**src/dram_host_pkg.sv**
```systemverilog
package dram_host_pkg;

	// Clock rate
	localparam int CLK_PERIOD_NS = 8;

	// Address fields
	localparam int ADDR_W      = 8;
	localparam int CELL_ADDR_W = 16;
	localparam int REFRESH_W   = 7;
	localparam int COLUMNS     = 256;

	// Times in their own units
	localparam int POWERUP_WAIT_US    = 100;
	localparam int IDLE_LIMIT_MS      = 2;
	localparam int WAKE_CYCLES        = 8;
	localparam int REFRESH_GAP_NS     = 15600;
	localparam int ROW_ACTIVE_MAX_NS  = 10000;
	localparam int COL_OVERLAP_NS     = 10;
	localparam int ROW_ACTIVE_MIN_NS  = 120;
	localparam int COL_ACTIVE_MIN_NS  = 60;
	localparam int ROW_PRECHARGE_NS   = 100;
	localparam int COL_PRECHARGE_NS   = 60;
	localparam int ROW_TO_COL_NS      = 25;
	localparam int ROW_ADDR_HOLD_NS   = 25;
	localparam int WRITE_LEAD_NS      = 55;
	localparam int ACCESS_FROM_ROW_NS = 150;
	localparam int ACCESS_FROM_COL_NS = 100;

	// Cycle counts: least times round up, longest round down
	localparam int POWERUP_CYC  = (POWERUP_WAIT_US * 1000 + CLK_PERIOD_NS - 1) / CLK_PERIOD_NS;
	localparam int IDLE_CYC     = (IDLE_LIMIT_MS * 1000000) / CLK_PERIOD_NS;
	localparam int REFRESH_CYC  = REFRESH_GAP_NS / CLK_PERIOD_NS;
	localparam int ROW_MAX_CYC  = ROW_ACTIVE_MAX_NS / CLK_PERIOD_NS;
	localparam int OVERLAP_CYC  = (COL_OVERLAP_NS / CLK_PERIOD_NS) < 1 ? 1
		: COL_OVERLAP_NS / CLK_PERIOD_NS;
	localparam int RAS_MIN_CYC  = (ROW_ACTIVE_MIN_NS + CLK_PERIOD_NS - 1) / CLK_PERIOD_NS;
	localparam int CAS_MIN_CYC  = (COL_ACTIVE_MIN_NS + CLK_PERIOD_NS - 1) / CLK_PERIOD_NS;
	localparam int RP_CYC       = (ROW_PRECHARGE_NS + CLK_PERIOD_NS - 1) / CLK_PERIOD_NS;
	localparam int CP_CYC       = (COL_PRECHARGE_NS + CLK_PERIOD_NS - 1) / CLK_PERIOD_NS;
	localparam int RCD_CYC      = (ROW_TO_COL_NS + CLK_PERIOD_NS - 1) / CLK_PERIOD_NS;
	localparam int RAH_CYC      = (ROW_ADDR_HOLD_NS + CLK_PERIOD_NS - 1) / CLK_PERIOD_NS;
	localparam int WL_CYC       = (WRITE_LEAD_NS + CLK_PERIOD_NS - 1) / CLK_PERIOD_NS;
	localparam int RAC_CYC      = (ACCESS_FROM_ROW_NS + CLK_PERIOD_NS - 1) / CLK_PERIOD_NS;
	localparam int CAC_CYC      = (ACCESS_FROM_COL_NS + CLK_PERIOD_NS - 1) / CLK_PERIOD_NS;

	// Access kinds requested by the user
	typedef enum logic [1:0]
	{
		OP_READ  = 2'h0,
		OP_WRITE = 2'h1,
		OP_RMW   = 2'h2
	} op_e;

endpackage : dram_host_pkg

```
**src/interval_timer.sv**
```systemverilog
`timescale 1ns/1ns

// Down counter that flags expiry, holds at zero and reloads on request
module interval_timer
#(
	parameter int COUNT = 16,
	parameter int W     = 32
)
(
	input  wire logic core_clk_in,
	input  wire logic nrst_in,
	input  wire logic en_in,
	input  wire logic reload_in,
	output logic      expired_out
);

	logic [W-1:0] cnt_q;

	// Count down, hold at zero until reloaded
	always_ff @(posedge core_clk_in or negedge nrst_in)
	begin
		if (!nrst_in)
			cnt_q <= W'(COUNT);
		else if (en_in)
		begin
			if (reload_in)
				cnt_q <= W'(COUNT);
			else if (cnt_q != '0)
				cnt_q <= cnt_q - 1'b1;
		end
	end

	assign expired_out = (cnt_q == '0);

endmodule : interval_timer

```
**src/dram_host.sv**
```systemverilog
`timescale 1ns/1ns

//////////////////////////////////////////////////////////////////////////////
// Overview of operation
// After power-up wait 100 us, then eight row-strobe cycles before accesses.
// After more than 2 ms idle, repeat the eight-cycle wake-up.
// Row strobe high puts the memory in standby; data is kept.
// Row field latched on row fall, column field on column fall.
// Refresh presents a 7-bit row; the top address line is ignored.
// Read drives row address, drops row strobe, then column strobe in window.
// Column strobe late means access is timed from the column edge.
// Memory ignores column strobe until its internal row strobe is active.
// Strobes held for minimum active times; row precharge kept between cycles.
// Read data is valid only while column strobe stays low.
// Column strobe may overlap next cycle by at most 10 ns.
// Write strobe stays high across the column strobe in reads.
// Write strobe low before column fall makes an early write.
// Both strobes stay low for their write lead times after write strobe.
// Late write still keeps row strobe within 10 us.
// Early write keeps memory output off; shared buses use early writes.
// Read-modify-write reads first, then lowers write strobe with new data.
// Read-while-write lowers write strobe after minimum delays, data still read.
// Page mode holds row strobe while cycling columns, within 10 us.
// Page starts with a full cycle, then column cycles of any kind.
// Refresh every row within 15.6 us; any access refreshes its row. The code refreshes one row per 15.6 us, so each row about every 2 ms.
// Refresh latches row with row strobe only; column strobe stays high.
// A 7-bit refresh counter advances; refresh beats pending accesses.
//////////////////////////////////////////////////////////////////////////////

module dram_host
	import dram_host_pkg::*;
#(
	parameter int POWERUP_CYCLES = POWERUP_CYC,
	parameter int IDLE_CYCLES    = IDLE_CYC,
	parameter int REFRESH_CYCLES = REFRESH_CYC,
	parameter int ROW_MAX_CYCLES = ROW_MAX_CYC
)
(
	input  wire logic                   core_clk_in,
	input  wire logic                   nrst_in,
	input  wire logic                   clk_en_in,
	input  wire logic                   req_valid_in,
	input  wire logic [1:0]             req_op_in,
	input  wire logic [CELL_ADDR_W-1:0] req_addr_in,
	input  wire logic                   req_wdata_in,
	input  wire logic                   req_page_in,
	output logic                        req_ready_out,
	output logic                        rsp_valid_out,
	output logic                        rsp_rdata_out,
	output logic                        init_done_out,
	output logic                        row_strobe_n_out,
	output logic                        col_strobe_n_out,
	output logic                        write_strobe_n_out,
	output logic [ADDR_W-1:0]           addr_out,
	output logic                        din_out,
	input  wire logic                   dout_in
);

	localparam int CW = 16;

	typedef enum logic [3:0]
	{
		ST_POWERUP = 4'h0,
		ST_PRECH   = 4'h1,
		ST_IDLE    = 4'h2,
		ST_ROW     = 4'h3,
		ST_COLADR  = 4'h4,
		ST_COL     = 4'h5,
		ST_LATEW   = 4'h6,
		ST_COLEND  = 4'h7,
		ST_PAGE    = 4'h8,
		ST_CPRE    = 4'h9,
		ST_REFRESH = 4'hA
	} state_e;

	typedef struct packed
	{
		state_e                  st;
		logic [CW-1:0]           cnt;
		logic [CW-1:0]           row_cnt;
		logic [3:0]              wake;
		logic                    waking;
		logic [REFRESH_W-1:0]    rfsh_row;
		logic                    ras_n;
		logic                    cas_n;
		logic                    we_n;
		logic [ADDR_W-1:0]       addr;
		logic                    din;
		logic [1:0]              op;
		logic [ADDR_W-1:0]       row;
		logic [ADDR_W-1:0]       col;
		logic                    page;
		logic                    in_page;
		logic                    rvalid;
		logic                    rdata;
		logic                    ready;
		logic                    dsync1;
		logic                    dsync2;
	} regs_s;

	regs_s r_q;
	regs_s r_d;

	logic rfsh_due;
	logic idle_long;
	logic rfsh_reload;
	logic idle_reload;

	//////////////////////////////////////////////////////////////////////////
	// Refresh interval and idle watchdog

	interval_timer #(.COUNT(REFRESH_CYCLES), .W(32)) u_rfsh_timer
	(
		.core_clk_in (core_clk_in),
		.nrst_in     (nrst_in),
		.en_in       (clk_en_in),
		.reload_in   (rfsh_reload),
		.expired_out (rfsh_due)
	);

	// Idle watchdog reloaded by any row-strobe activity
	interval_timer #(.COUNT(IDLE_CYCLES), .W(32)) u_idle_timer
	(
		.core_clk_in (core_clk_in),
		.nrst_in     (nrst_in),
		.en_in       (clk_en_in),
		.reload_in   (idle_reload),
		.expired_out (idle_long)
	);

	assign rfsh_reload = (r_q.st == ST_REFRESH) && (r_q.cnt == '0);
	assign idle_reload = !r_q.ras_n;

	//////////////////////////////////////////////////////////////////////////
	// Next-state logic

	always_comb
	begin
		r_d = r_q;
		r_d.rvalid = 1'b0;
		r_d.ready  = 1'b0;
		r_d.dsync1 = dout_in;
		r_d.dsync2 = r_q.dsync1;
		if (r_q.cnt != '0)
			r_d.cnt = r_q.cnt - 1'b1;
		if (!r_q.ras_n)
			r_d.row_cnt = r_q.row_cnt + 1'b1;
		else
			r_d.row_cnt = '0;

		case (r_q.st)
			// Power-up pause with strobes high
			ST_POWERUP:
			begin
				if (r_q.cnt == '0)
				begin
					r_d.waking = 1'b1;
					r_d.wake   = 4'(WAKE_CYCLES);
					r_d.st     = ST_PRECH;
					r_d.cnt    = CW'(RP_CYC);
				end
			end

			// Row precharge between cycles; wake cycles run here too
			ST_PRECH:
			begin
				r_d.ras_n = 1'b1;
				r_d.cas_n = 1'b1;
				r_d.we_n  = 1'b1;
				if (r_q.cnt == '0)
				begin
					if (r_q.waking && r_q.wake != '0)
					begin
						r_d.wake  = r_q.wake - 1'b1;
						r_d.st    = ST_REFRESH;
						r_d.addr  = {1'b0, r_q.rfsh_row};
						r_d.ras_n = 1'b0;
						r_d.cnt   = CW'(RAS_MIN_CYC);
					end
					else
					begin
						r_d.waking = 1'b0;
						r_d.st     = ST_IDLE;
					end
				end
			end

			// Wait for work; wake-up check first, then refresh
			ST_IDLE:
			begin
				if (idle_long)
				begin
					r_d.waking = 1'b1;
					r_d.wake   = 4'(WAKE_CYCLES);
					r_d.st     = ST_PRECH;
				end
				else if (rfsh_due)
				begin
					r_d.addr  = {1'b0, r_q.rfsh_row};
					r_d.ras_n = 1'b0;
					r_d.st    = ST_REFRESH;
					r_d.cnt   = CW'(RAS_MIN_CYC);
				end
				else if (req_valid_in)
				begin
					r_d.ready = 1'b1;
					r_d.op    = req_op_in;
					r_d.row   = req_addr_in[CELL_ADDR_W-1:ADDR_W];
					r_d.col   = req_addr_in[ADDR_W-1:0];
					r_d.din   = req_wdata_in;
					r_d.page  = req_page_in;
					r_d.in_page = 1'b0;
					r_d.addr  = req_addr_in[CELL_ADDR_W-1:ADDR_W];
					r_d.st    = ST_ROW;
				end
			end

			// Row address settled, lower row strobe, hold row address
			ST_ROW:
			begin
				r_d.ras_n = 1'b0;
				r_d.st    = ST_COLADR;
				r_d.cnt   = CW'(RAH_CYC > RCD_CYC ? RAH_CYC : RCD_CYC);
			end

			// Switch to column address, choose early write
			ST_COLADR:
			begin
				if (r_q.cnt == '0)
				begin
					r_d.addr = r_q.col;
					if (r_q.op == 2'(OP_WRITE))
						r_d.we_n = 1'b0;
					else
						r_d.we_n = 1'b1;
					r_d.st = ST_COL;
				end
			end

			// Lower column strobe; address and write setup met a cycle ago
			ST_COL:
			begin
				r_d.cas_n = 1'b0;
				r_d.st    = ST_LATEW;
				if (r_q.op == 2'(OP_WRITE))
					r_d.cnt = CW'(WL_CYC > CAS_MIN_CYC ? WL_CYC : CAS_MIN_CYC);
				else
					r_d.cnt = CW'((r_q.in_page ? CAC_CYC : RAC_CYC) + 2);
			end

			// Wait for data (read) or lead time (write); late strobe for RMW
			ST_LATEW:
			begin
				if (r_q.cnt == '0)
				begin
					if (r_q.op == 2'(OP_RMW) && r_q.we_n)
					begin
						r_d.rdata  = r_q.dsync2;
						r_d.rvalid = 1'b1;
						r_d.we_n   = 1'b0;
						r_d.cnt    = CW'(WL_CYC);
					end
					else
					begin
						if (r_q.op == 2'(OP_READ))
						begin
							r_d.rdata  = r_q.dsync2;
							r_d.rvalid = 1'b1;
						end
						r_d.st = ST_COLEND;
					end
				end
			end

			// Release column strobe, then page or close the row
			ST_COLEND:
			begin
				r_d.cas_n = 1'b1;
				r_d.we_n  = 1'b1;
				if (r_q.page && r_q.row_cnt < CW'(ROW_MAX_CYCLES - 64) && !rfsh_due)
					r_d.st = ST_PAGE;
				else
				begin
					r_d.st  = ST_PRECH;
					r_d.cnt = CW'(r_q.row_cnt < CW'(RAS_MIN_CYC) ? RP_CYC + RAS_MIN_CYC : RP_CYC);
					r_d.ras_n = r_q.row_cnt < CW'(RAS_MIN_CYC) ? 1'b0 : 1'b1;
				end
			end

			// Row open: take the next column access of any kind
			ST_PAGE:
			begin
				if (rfsh_due || r_q.row_cnt >= CW'(ROW_MAX_CYCLES - 64) || !req_valid_in ||
					req_addr_in[CELL_ADDR_W-1:ADDR_W] != r_q.row)
				begin
					r_d.ras_n = 1'b1;
					r_d.st    = ST_PRECH;
					r_d.cnt   = CW'(RP_CYC);
				end
				else
				begin
					r_d.ready = 1'b1;
					r_d.op    = req_op_in;
					r_d.col   = req_addr_in[ADDR_W-1:0];
					r_d.din   = req_wdata_in;
					r_d.page  = req_page_in;
					r_d.in_page = 1'b1;
					r_d.st    = ST_CPRE;
					r_d.cnt   = CW'(CP_CYC);
				end
			end

			// Column precharge before the next page access
			ST_CPRE:
			begin
				if (r_q.cnt <= CW'(1))
					r_d.st = ST_COLADR;
			end

			// Row-strobe-only refresh cycle
			ST_REFRESH:
			begin
				r_d.cas_n = 1'b1;
				if (r_q.cnt == '0)
				begin
					r_d.ras_n    = 1'b1;
					r_d.rfsh_row = r_q.rfsh_row + 1'b1;
					r_d.st       = ST_PRECH;
					r_d.cnt      = CW'(RP_CYC);
				end
			end

			default:
			begin
				r_d.st = ST_PRECH;
			end
		endcase
	end

	//////////////////////////////////////////////////////////////////////////
	// State register

	always_ff @(posedge core_clk_in or negedge nrst_in)
	begin
		if (!nrst_in)
		begin
			r_q       <= '0;
			r_q.st    <= ST_POWERUP;
			r_q.cnt   <= CW'(POWERUP_CYCLES);
			r_q.ras_n <= 1'b1;
			r_q.cas_n <= 1'b1;
			r_q.we_n  <= 1'b1;
		end
		else if (clk_en_in)
			r_q <= r_d;
	end

	//////////////////////////////////////////////////////////////////////////
	// Outputs

	assign req_ready_out      = r_q.ready;
	assign rsp_valid_out      = r_q.rvalid;
	assign rsp_rdata_out      = r_q.rdata;
	assign init_done_out      = (r_q.st != ST_POWERUP) && !r_q.waking;
	assign row_strobe_n_out   = r_q.ras_n;
	assign col_strobe_n_out   = r_q.cas_n;
	assign write_strobe_n_out = r_q.we_n;
	assign addr_out           = r_q.addr;
	assign din_out            = r_q.din;

endmodule : dram_host

```
**config.mk**
```make
export PLATFORM = sky130hd
export DESIGN_NAME = dram_host
export DESIGN_NICKNAME = d
export VERILOG_FILES = /design/src/dram_host_pkg.sv /design/src/interval_timer.sv /design/src/dram_host.sv
export SDC_FILE = /design/constraint.sdc
export NUM_CORES = 1
export LEC_CHECK = 0
export BUFFER_PORTS_ARGS = -buffer_cell sky130_fd_sc_hd__clkbuf_2
export CORE_UTILIZATION = 50
export CTS_BUF_LIST = sky130_fd_sc_hd__clkbuf_16
export CTS_CLUSTER_SIZE = 28
export DETAILED_ROUTE_END_ITERATION = 16
export PLACE_DENSITY = 0.67
export SLEW_MARGIN = 20
export SYNTH_ARGS = -nofsm -noshare
export SYNTH_HDL_FRONTEND = slang
export SYNTH_SLANG_ARGS = --single-unit
```
**constraint.sdc**
```tcl
create_clock -name core_clk_in -period 3.8 [get_ports core_clk_in]
set_input_delay 0.38 -clock core_clk_in [delete_from_list [all_inputs] [get_ports core_clk_in]]
set_output_delay 0.38 -clock core_clk_in [all_outputs]
set_load 0.02 [all_outputs]
```
==> flow_metrics.tcl, run 1 <==
set metrics [dict create \
    synth_cells 888 \
    hold_path_class "input pin to asynchronous set/reset pin" \
    syn_area_mm2 0.00832 \
    cp_top_family "simple AND/OR/NAND/NOR gates" \
    htree_levels 4 \
    synth_edf_count 0 \
    io_pins 41 \
    ys_warn_count 0 \
    cts_setup_buffers 0 \
    ys_seq_area_share_pct 45.2 \
    crit_path_max_fanout 13 \
    powerDensity_mw_per_mm2 667 \
    worst_ep_required_time_ns 4.11 \
    design_area_mm2 0.00932 \
    core_area_mm2 0.0161 \
    antenna_left 0 \
    wl_met1_um 9240 \
    setup_viol 0 \
    port_buffers 40 \
    final_nets 958 \
    die_area_mm2 0.0172 \
    wl_um 19500 \
    worstPathArrival_ns 3.59 \
    fin_ws_ns 0.527 \
    async_flop_share_pct 100 \
    vdd_drop_max_mv 0.380 \
    grt_use_total_pct 24.3 \
    tritoncts "yes" \
    hold_viol 0 \
    rsz0062_at_grt "false" \
    cpPeakStageDelay_ns 0.62 \
    worstMarginPinSlew_ns 0.928 \
    status "finished, final reports clean" \
    clock_sinks 149 \
    fin_crit_ns 3.27 \
    cap_violations 0 \
    wl_met2_um 8840 \
    max_freq_ghz 0.306 \
    grt_pass1_vias 6252 \
    fillers 1376 \
    synth_top_flop_cell "dfrtp_1" \
    synth_common_cells "dfrtp_1, nor2_1, nand2_1" \
    antenna_found_initial 0 \
    hold_ws_ns 0.00864 \
    cts.repair.resized 0 \
    drc 0 \
    setup.worst_path.class "flop to flop" \
    cts_inserted_buffers 17 \
    highest_layer "met4" \
    grt_max_degree 88 \
    start_util_pct 51.8 \
    cp_num_buf_inv 1 \
    cts_hold_buf 0 \
    hpwl_um 13700 \
    synth.top_cells.by_area "dfrtp_1, dfstp_2, xnor2_1, nor2_1, xor2_1" \
    dr.pass1.iters 6 \
    grt_first_pass_wirelength_um 32200 \
    cts-root-buf "clkbuf_16" \
    power.leakage_nw 3.98 \
    rows 46 \
    synth_top_area_cell "dfrtp_1" \
    clk_pin_slew_ns 0.07 \
    place_area_mm2 0.00873 \
    finalClockSkew_ns 0.00903 \
    worstSetupEndpointType "flop" \
    fin_crit_sh_pct 86.1 \
    relSlewSlack_pct 37.6 \
    yosysMostFrequentCell "dfrtp_1" \
    cts_buffer_depth 2 \
    synth_fp_nets 924 \
    cpMaxStageDelayCell "o21ai_2" \
    ys_ff_latch 149 \
    synth_cell_types 75 \
    grt-ovfl-total 0 \
    synth_area_per_cell_um2 9.37 \
    viasPerCell 5.88 \
    finalSetupTns_ns 0 \
    pre_cts_ws_ns 0.603 \
    synth_top_area_share_pct 37.6 \
    diodes 0 \
    drt-initial-drc-count 584 \
    clk_latency_ns 0.43 \
    slew_viol_final 0 \
    gp_congestion 0.910 \
    drive_gt1_share_pct 17.2 \
    die_h_um 131 \
    route.met3.wl_um 1040 \
    crit_chain "inv_1 -> ha_1 -> nor4b_1 -> and3_1 -> nand4_2 -> nand2_1 -> nor2_2 -> o21ai_2 -> mux2_2" \
    area_growth_syn_to_layout_pct 12.0 \
    wl_per_cell_um 16.9 \
    vias 6765 \
    startpoint_type "flop" \
    chipWidth_um 131 \
]
-- flip-flops by register name, indices dropped and copies added (netlist names) --
name / flops
addr_out: 8
col_strobe_n_out: 1
din_out: 1
r_d: 1
r_q: 69
req_ready_out: 1
row_strobe_n_out: 1
rsp_rdata_out: 1
rsp_valid_out: 1
u_idle_timer.cnt_q: 32
u_rfsh_timer.cnt_q: 32
write_strobe_n_out: 1
-- routing by layer --
layer  vias up  track usage, %
met2       205            36.2
met4         0            7.51
met5         -               0
met3        33            5.74
li1       3277               -
met1      3250            35.0
-- metrics by stage --
| stage | utilization, % | cells | power [mW] |
|---|---|---|---|
| 6_report | 58.0 | 1151 | 6.21 |
| 5_1_grt | 58.0 | 1151 | 6.62 |
| 4_1_cts | 58.0 | 1151 | 6.23 |
| 3_5_place_dp | 54.3 | 1119 | 4.50 |
| 3_3_place_gp | 54.3 | 1119 | 4.46 |
| 2_1_floorplan | - | 888 | 3.99 |
-- area by class of cell --
type                            count  area, um^2  area share [%]
Clock buffer                       17         425            4.56
Sequential cell                   149        3760            40.3
Tap cell                          216         270            2.90
Inverter                           16        60.1           0.644
Multi-Input combinational cell    681        4300            46.2
Clock inverter                     15         169            1.81
Timing Repair Buffer               57         334            3.58
-- logic make-up after synthesis --
group,count (synthesis),synth area share (%)
adders and majority gates,12,1.77
muxes,26,3.47
xor gates and xnor gates,77,8.10
buffers and inverters,58,3.14
AOI/OAI and AO/OA,172,13.3
DFF,149,45.2
and+or+nand+nor,394,25.0
-- where the power goes --
part / total [mW] / switching [mW] / internal, mW
combinational: 1.97 / 1.14 / 0.828
sequential: 2.54 / 0.446 / 2.10
clock: 1.70 / 0.720 / 0.982
total: 6.21 / 2.31 / 3.91
-- cell usage in the layout (no fill, tap or decap), types with 11 or more instances in the layout --
| cell | n |
|---|---|
| xnor2_1 | 44 |
| clkbuf_16 | 17 |
| nand2_1 | 71 |
| clkbuf_2 | 39 |
| nor4_1 | 23 |
| a21oi_1 | 46 |
| nand2b_1 | 13 |
| nand3_1 | 33 |
| nor2_1 | 97 |
| xor2_1 | 33 |
| o21ai_0 | 48 |
| ha_1 | 11 |
| nand4_1 | 21 |
| dfrtp_1 | 125 |
| nor3_1 | 42 |
| inv_1 | 14 |
| nor2b_1 | 13 |
| buf_4 | 17 |
| mux2_2 | 23 |
| or3_1 | 21 |
| dfstp_2 | 24 |
-- worst paths after layout --
check / cells after the start / slack [ns] / endpoint / startpoint
max in group asynchronous: 2 / 2.83 / u_rfsh_timer.cnt_q[8] / nrst_in
min in group core_clk_in: 2 / 0.18 / r_q[13] / req_addr_in[6]
max: 9 / 0.53 / r_q[11] / u_rfsh_timer.cnt_q[0]
min reg2reg: 1 / 0.48 / r_q[43] / r_q[43]
max reg2reg: 9 / 0.53 / r_q[11] / u_rfsh_timer.cnt_q[0]
min: 1 / 0.009 / r_q[76] / nrst_in
Note: power is estimated with default switching activity, not from simulation.
==> run 2: changes to the inputs <==
- ABC_AREA: default -> 1
==> flow_metrics.tcl, run 2 <==
set metrics [dict create \
    r2r_end "r_q[23]" \
    max_freq_ghz 0.366 \
    clock_sinks 149 \
    die_h_um 137 \
    viasPerCell 5.36 \
    worstSetupEndpointType "flop" \
    io_pins 41 \
    hold_path_class "input pin to flop" \
    synth_edf_count 0 \
    area_growth_syn_to_layout_pct 10.3 \
    design_area_mm2 0.0101 \
    syn_area_mm2 0.00913 \
    antenna_left 0 \
    worstPathArrival_ns 3.07 \
    port_buffers 40 \
    yosysMostFrequentCell "nand2_1" \
    synth.top_cells.by_area "dfrtp_1, nand2_1, nor2_1, dfstp_2, inv_1" \
    chipWidth_um 137 \
    worst_ep_required_time_ns 4.13 \
    largest_reg_flops 69 \
    relSlewSlack_pct 54.2 \
    tritoncts "yes" \
    layout_commonest_cell "nand2_1" \
    startpoint_type "flop" \
    status "finished, final reports clean" \
    powerDensity_mw_per_mm2 623 \
    setup.worst_path.class "flop to flop" \
    synth_common_cells "nand2_1, nor2_1, inv_1" \
    final_nets 1312 \
    ys_seq_area_share_pct 41.2 \
    top_regs "r_q (69), u_idle_timer.cnt_q (32), u_rfsh_timer.cnt_q (32)" \
    place_area_mm2 0.00947 \
    min_to "r_d[0]" \
    finalSetupTns_ns 0 \
    htree_levels 4 \
    synth_fp_nets 1280 \
    fin_crit_ns 2.74 \
    synth_area_per_cell_um2 7.34 \
    rows 49 \
    grt_pass1_vias 7741 \
    vdd_drop_max_mv 0.431 \
    synth_cells 1244 \
    cts_buffer_depth 2 \
    synth_top_area_cell "dfrtp_1" \
    utilization_pct 56.2 \
    synth_cell_types 48 \
    cts_setup_buffers 0 \
    drc 0 \
    finalClockSkew_ns 0.0170 \
    cts_inserted_buffers 17 \
    worstHoldPathCells 3 \
    die_area_mm2 0.0188 \
    crit_path_max_fanout 20 \
    async_flop_share_pct 100 \
    clk_latency_ns 0.43 \
    gp_congestion 0.927 \
    final_cells 1518 \
    grt-ovfl-total 0 \
    grt_max_degree 65 \
    r2r_slack_ns 1.06 \
    ys_ff_latch 149 \
    dr.pass1.iters 5 \
    wl_per_cell_um 14.4 \
    synth_top_flop_cell "dfrtp_1" \
    setup_viol 0 \
    hold_viol 0 \
    worstHoldStart "dout_in" \
    drt-initial-drc-count 556 \
    grt_use_total_pct 25.1 \
    ys_warn_count 0 \
    final_cell_mix "nand2_1, nor2_1, inv_1" \
    finalPower_mw 6.27 \
    synth_top_area_share_pct 34.3 \
    rsz0062_at_grt "false" \
    wl_um 21900 \
    clk_pin_slew_ns 0.06 \
    cap_violations 0 \
    power.leakage_nw 4.96 \
    diodes 0 \
    antenna_found_initial 0 \
    hpwl_um 16300 \
    fin_crit_sh_pct 72.0 \
    dp_cells 1485 \
    worstMarginPinSlew_ns 0.685 \
    cts-root-buf "clkbuf_16" \
    start_util_pct 51.0 \
    top_register "r_q" \
    r2r-start "u_rfsh_timer.cnt_q[1]" \
    vias 8140 \
    slew_viol_final 0 \
    drive_gt1_share_pct 12.0 \
    core_area_mm2 0.0179 \
    ff2ff_path_depth 11 \
    grt_first_pass_wirelength_um 36900 \
]
run 2: changes by cell type in the layout (fill, tap and decap cells not counted), moves of 22 or more:
cell     change
nand3_1     +56
mux2_2      -22
nand2_1    +194
nor2_1     +111
inv_1      +127
xnor2_1     -23
run 2: logic make-up (layout without fill, tap and decap cells):
family / count (synthesis) / in the layout / share of synthesized area [%]
AOI/OAI and AO/OA: 182 / 182 / 11.3
xor gates and xnor gates: 56 / 56 / 5.38
buffers and inverters: 185 / 230 / 8.46
DFF: 149 / 149 / 41.2
and+or+nand+nor: 660 / 660 / 32.1
adders and majority gates: 11 / 11 / 1.51
muxes: 1 / 1 / 0.123
run 2: final cells by class:
| class | count | area [um^2] |
|---|---|---|
| clock buffers | 17 | 425 |
| clock inverters | 15 | 161 |
| fillers | 1751 | 7840 |
| inverters | 153 | 577 |
| multi-input cells | 910 | 4600 |
| flip-flops and latches | 149 | 3760 |
| well taps | 229 | 287 |
| repair buffers | 45 | 259 |
run 2: report_power, final:
part	switching, mW	total [mW]	internal (mW)
Sequential	0.308	2.32	2.02
Clock	0.751	1.68	0.932
Combinational	1.51	2.26	0.750
Total	2.57	6.27	3.70
run 2: metrics by stage:
step / hold slack (ns) / setup WS (ns)
CTS: 0.149 / 1.05
global route: 0.163 / 0.721
global placement: 0.394 / 1.18
floorplan: 0.0844 / 1.81
finish: 0.162 / 1.06
detailed placement: 0.404 / 1.09
run 2: how the worst max path moves through the flow:
stage / depth (start not counted) / from / slack (ns) / end
2_1_floorplan: 13 / u_rfsh_timer.cnt_q[1] / 1.81 / din_out
3_3_place_gp: 12 / u_rfsh_timer.cnt_q[1] / 1.18 / din_out
3_5_place_dp: 12 / u_rfsh_timer.cnt_q[1] / 1.09 / r_q[10]
4_1_cts: 11 / u_rfsh_timer.cnt_q[1] / 1.05 / r_q[6]
5_1_grt: 11 / u_rfsh_timer.cnt_q[1] / 0.72 / r_q[6]
6_report: 11 / u_rfsh_timer.cnt_q[1] / 1.06 / r_q[23]
run 2: repair_timing:
item                      4_1_cts  5_1_grt
resized for setup               0        0
hold buffers                    1        0
hold endpoints to repair       54        0
run 2: routing by layer:
metal  global-route usage (%)  vias to the layer above  share of wire [%]
met5                        0                        -                  0
met4                     7.39                        0                1.5
met3                     4.70                       24                4.0
met2                     40.3                      175                 47
met1                     34.4                     3853                 47
li1                         -                     4088                  -
run 2: critical path, stage by stage, from the launching register on:
cell and delay, ns:
dfstp_2 0.53, inv_1 0.05, ha_1 0.23, nand2_1 0.13
nor2_4 0.08, nand2_2 0.09, nor2_4 0.06, nor2_1 0.29
nand3_2 0.31, nand2_1 0.63, nand3_1 0.13, o21ai_1 0.12
==> run 3: changes to the inputs <==
- ABC_AREA: 1 -> 0
- PLACE_DENSITY: 0.67 -> 0.7
- clock period: 3.8 -> 2.35 ns (I/O delays scaled with it)
==> flow_metrics.tcl, run 3 (synthesis gave the netlist of run 1 again) <==
set metrics [dict create \
    setup_viol 59 \
    finalPower_mw 12.3 \
    core_area_mm2 0.0161 \
    fin_ws_ns -0.202 \
    hold_ws_ns 0.0345 \
    worstPathArrival_ns 2.86 \
    worstMarginPinSlew_ns 0.614 \
    clk_pin_slew_ns 0.06 \
    tritoncts "yes" \
    vias 7821 \
    hold_path_class "input pin to flop" \
    wl_um 23900 \
    cpMaxStageDelayCell "or4_4" \
    chipWidth_um 131 \
    grt_use_total_pct 28.2 \
    worstSetupEndpointType "flop" \
    utilization_pct 72.9 \
    viasPerCell 5.83 \
    fin_crit_ns 2.55 \
    die_area_mm2 0.0172 \
    vdd_drop_max_mv 0.845 \
    cts-root-buf "clkbuf_16" \
    htree_levels 4 \
    status "complete, but fails checks" \
    crit_path_max_fanout 4 \
    p_int_mw 7.89 \
    setup.worst_path.class "flop to flop" \
    design_area_mm2 0.0117 \
    cpPeakStageDelay_ns 0.56 \
    cap_violations 0 \
    clk_latency_ns 0.43 \
    place_area_mm2 0.0101 \
    worst_ep_required_time_ns 2.65 \
    largest_reg_flops 69 \
    io_pins 41 \
    power.leakage_nw 5.16 \
    relSlewSlack_pct 59.1 \
    drc 0 \
    layout_commonest_cell "buf_4" \
    violations "setup timing" \
    antenna_found_initial 0 \
    pwr-share-seq_pct 32.2 \
    clock_sinks 149 \
    hpwl_um 15900 \
    grt-ovfl-total 0 \
    finalSetupTns_ns -5.00 \
    wl_per_cell_um 17.8 \
    cts_inserted_buffers 17 \
    grt_max_degree 63 \
    max_freq_ghz 0.392 \
    port_buffers 40 \
    top_register "r_q" \
    power_frac_comb_pct 44.6 \
    final_cell_mix "buf_4, dfrtp_1, nor2_1" \
    crit_chain "or4_4 -> nor4_4 -> buf_4 -> and3_4 -> nor3_4 -> or4_4 -> o32a_1" \
    switching_share_pct 36.0 \
    final_nets 1150 \
    drive_gt1_share_pct 39.2 \
    finalClockSkew_ns 0.00890 \
    slew_viol_final 0 \
    fin_crit_sh_pct 109 \
    powerDensity_mw_per_mm2 1050 \
    area_growth_syn_to_layout_pct 40.7 \
    top_regs "r_q (69), u_idle_timer.cnt_q (32), u_rfsh_timer.cnt_q (32)" \
    die_h_um 131 \
    drt-initial-drc-count 697 \
    start_util_pct 51.8 \
    dr.pass1.iters 5 \
    antenna_left 0 \
    switchingPower_mw 4.44 \
    startpoint_type "flop" \
    cts_buffer_depth 2 \
    pwr-share-clk_pct 23.2 \
    grt_pass1_vias 7532 \
    rows 46 \
    hold_viol 0 \
    rsz0062_at_grt "true" \
    gp_congestion 0.948 \
    crit_top_cell "or4_4" \
    diodes 0 \
    grt_first_pass_wirelength_um 37000 \
]
==> run 3: cell count changes in the layout (fill, tap and decap cells not counted), sizes merged, moves of 30 or more <==
cell | previous run | this run
nand2 | 276 | 71
o21ai | 81 | 51
nor2 | 224 | 99
nand3 | 94 | 34
inv | 161 | 16
buf | 5 | 207
==> run 3: power groups by stage <==
stage | Combinational, mW | Sequential [mW] | Clock, mW
2_1_floorplan | 2.56 | 3.94 | 0
5_1_grt | 5.93 | 4.05 | 2.99
6_report | 5.49 | 3.98 | 2.86
3_5_place_dp | 4.43 | 3.93 | 0
4_1_cts | 4.76 | 3.93 | 2.89
3_3_place_gp | 4.35 | 3.91 | 0
==> run 3: area by class of cell <==
type | count | area (um^2)
clock buffer | 17 | 425
clock inverter | 14 | 185
fill | 1105 | 4350
inverter | 16 | 60.1
multi-input combinational | 683 | 5070
sequential | 149 | 3760
tap | 216 | 270
timing repair buffer | 247 | 1940
==> run 3: worst max-delay path: cells and delay by family, from the launching register on <==
| family | cells | cell delay (ns) |
|---|---|---|
| buffers and inverters | 1 | 0.18 |
| AO/OA/AOI/OAI | 1 | 0.31 |
| AND/OR/NAND/NOR | 5 | 1.56 |
| flip-flops | 1 | 0.39 |
==> run 3: path summary, 6_finish.rpt <==
check                                end  slack [ns]  depth (start not counted)                   start
max                              r_q[65]       -0.20                          7  u_idle_timer.cnt_q[26]
min                              r_q[13]        0.03                          2          req_addr_in[6]
max reg2reg                      r_q[65]       -0.20                          7  u_idle_timer.cnt_q[26]
min reg2reg                rsp_rdata_out        0.51                          1           rsp_rdata_out
max in group asynchronous        r_q[69]        1.22                          3                 nrst_in
min in group asynchronous    addr_out[5]        0.36                          2                 nrst_in
==> run 3: layer usage <==
| metal | vias to the layer above | global-route usage, % | wire length [um] | part of all wire, % |
|---|---|---|---|---|
| met2 | 258 | 45.2 | 11400 | 48 |
| met3 | 54 | 5.90 | 1420 | 5.9 |
| met4 | 0 | 10.7 | 510 | 2.1 |
| met1 | 3829 | 37.6 | 10600 | 44 |
| met5 | - | 0 | 0 | 0 |
| li1 | 3680 | - | - | - |
==> run 3: stage by stage <==
step           cells  worst slack, ns
4_1_cts         1324           -0.221
3_3_place_gp    1280           -0.240
5_1_grt         1342           -0.335
6_report        1342           -0.202
2_1_floorplan    888           -0.122
3_5_place_dp    1280           -0.252
==> run 3: repair_timing <==
item | 4_1_cts | 5_1_grt
pin swaps | 32 | 48
endpoints found under the hold margin | 49 | 0
setup endpoints to repair | 89 | 107
gates resized for setup | 66 | 113
setup buffers | 11 | 17
cloned | 2 | 2
hold buffers | 1 | 0
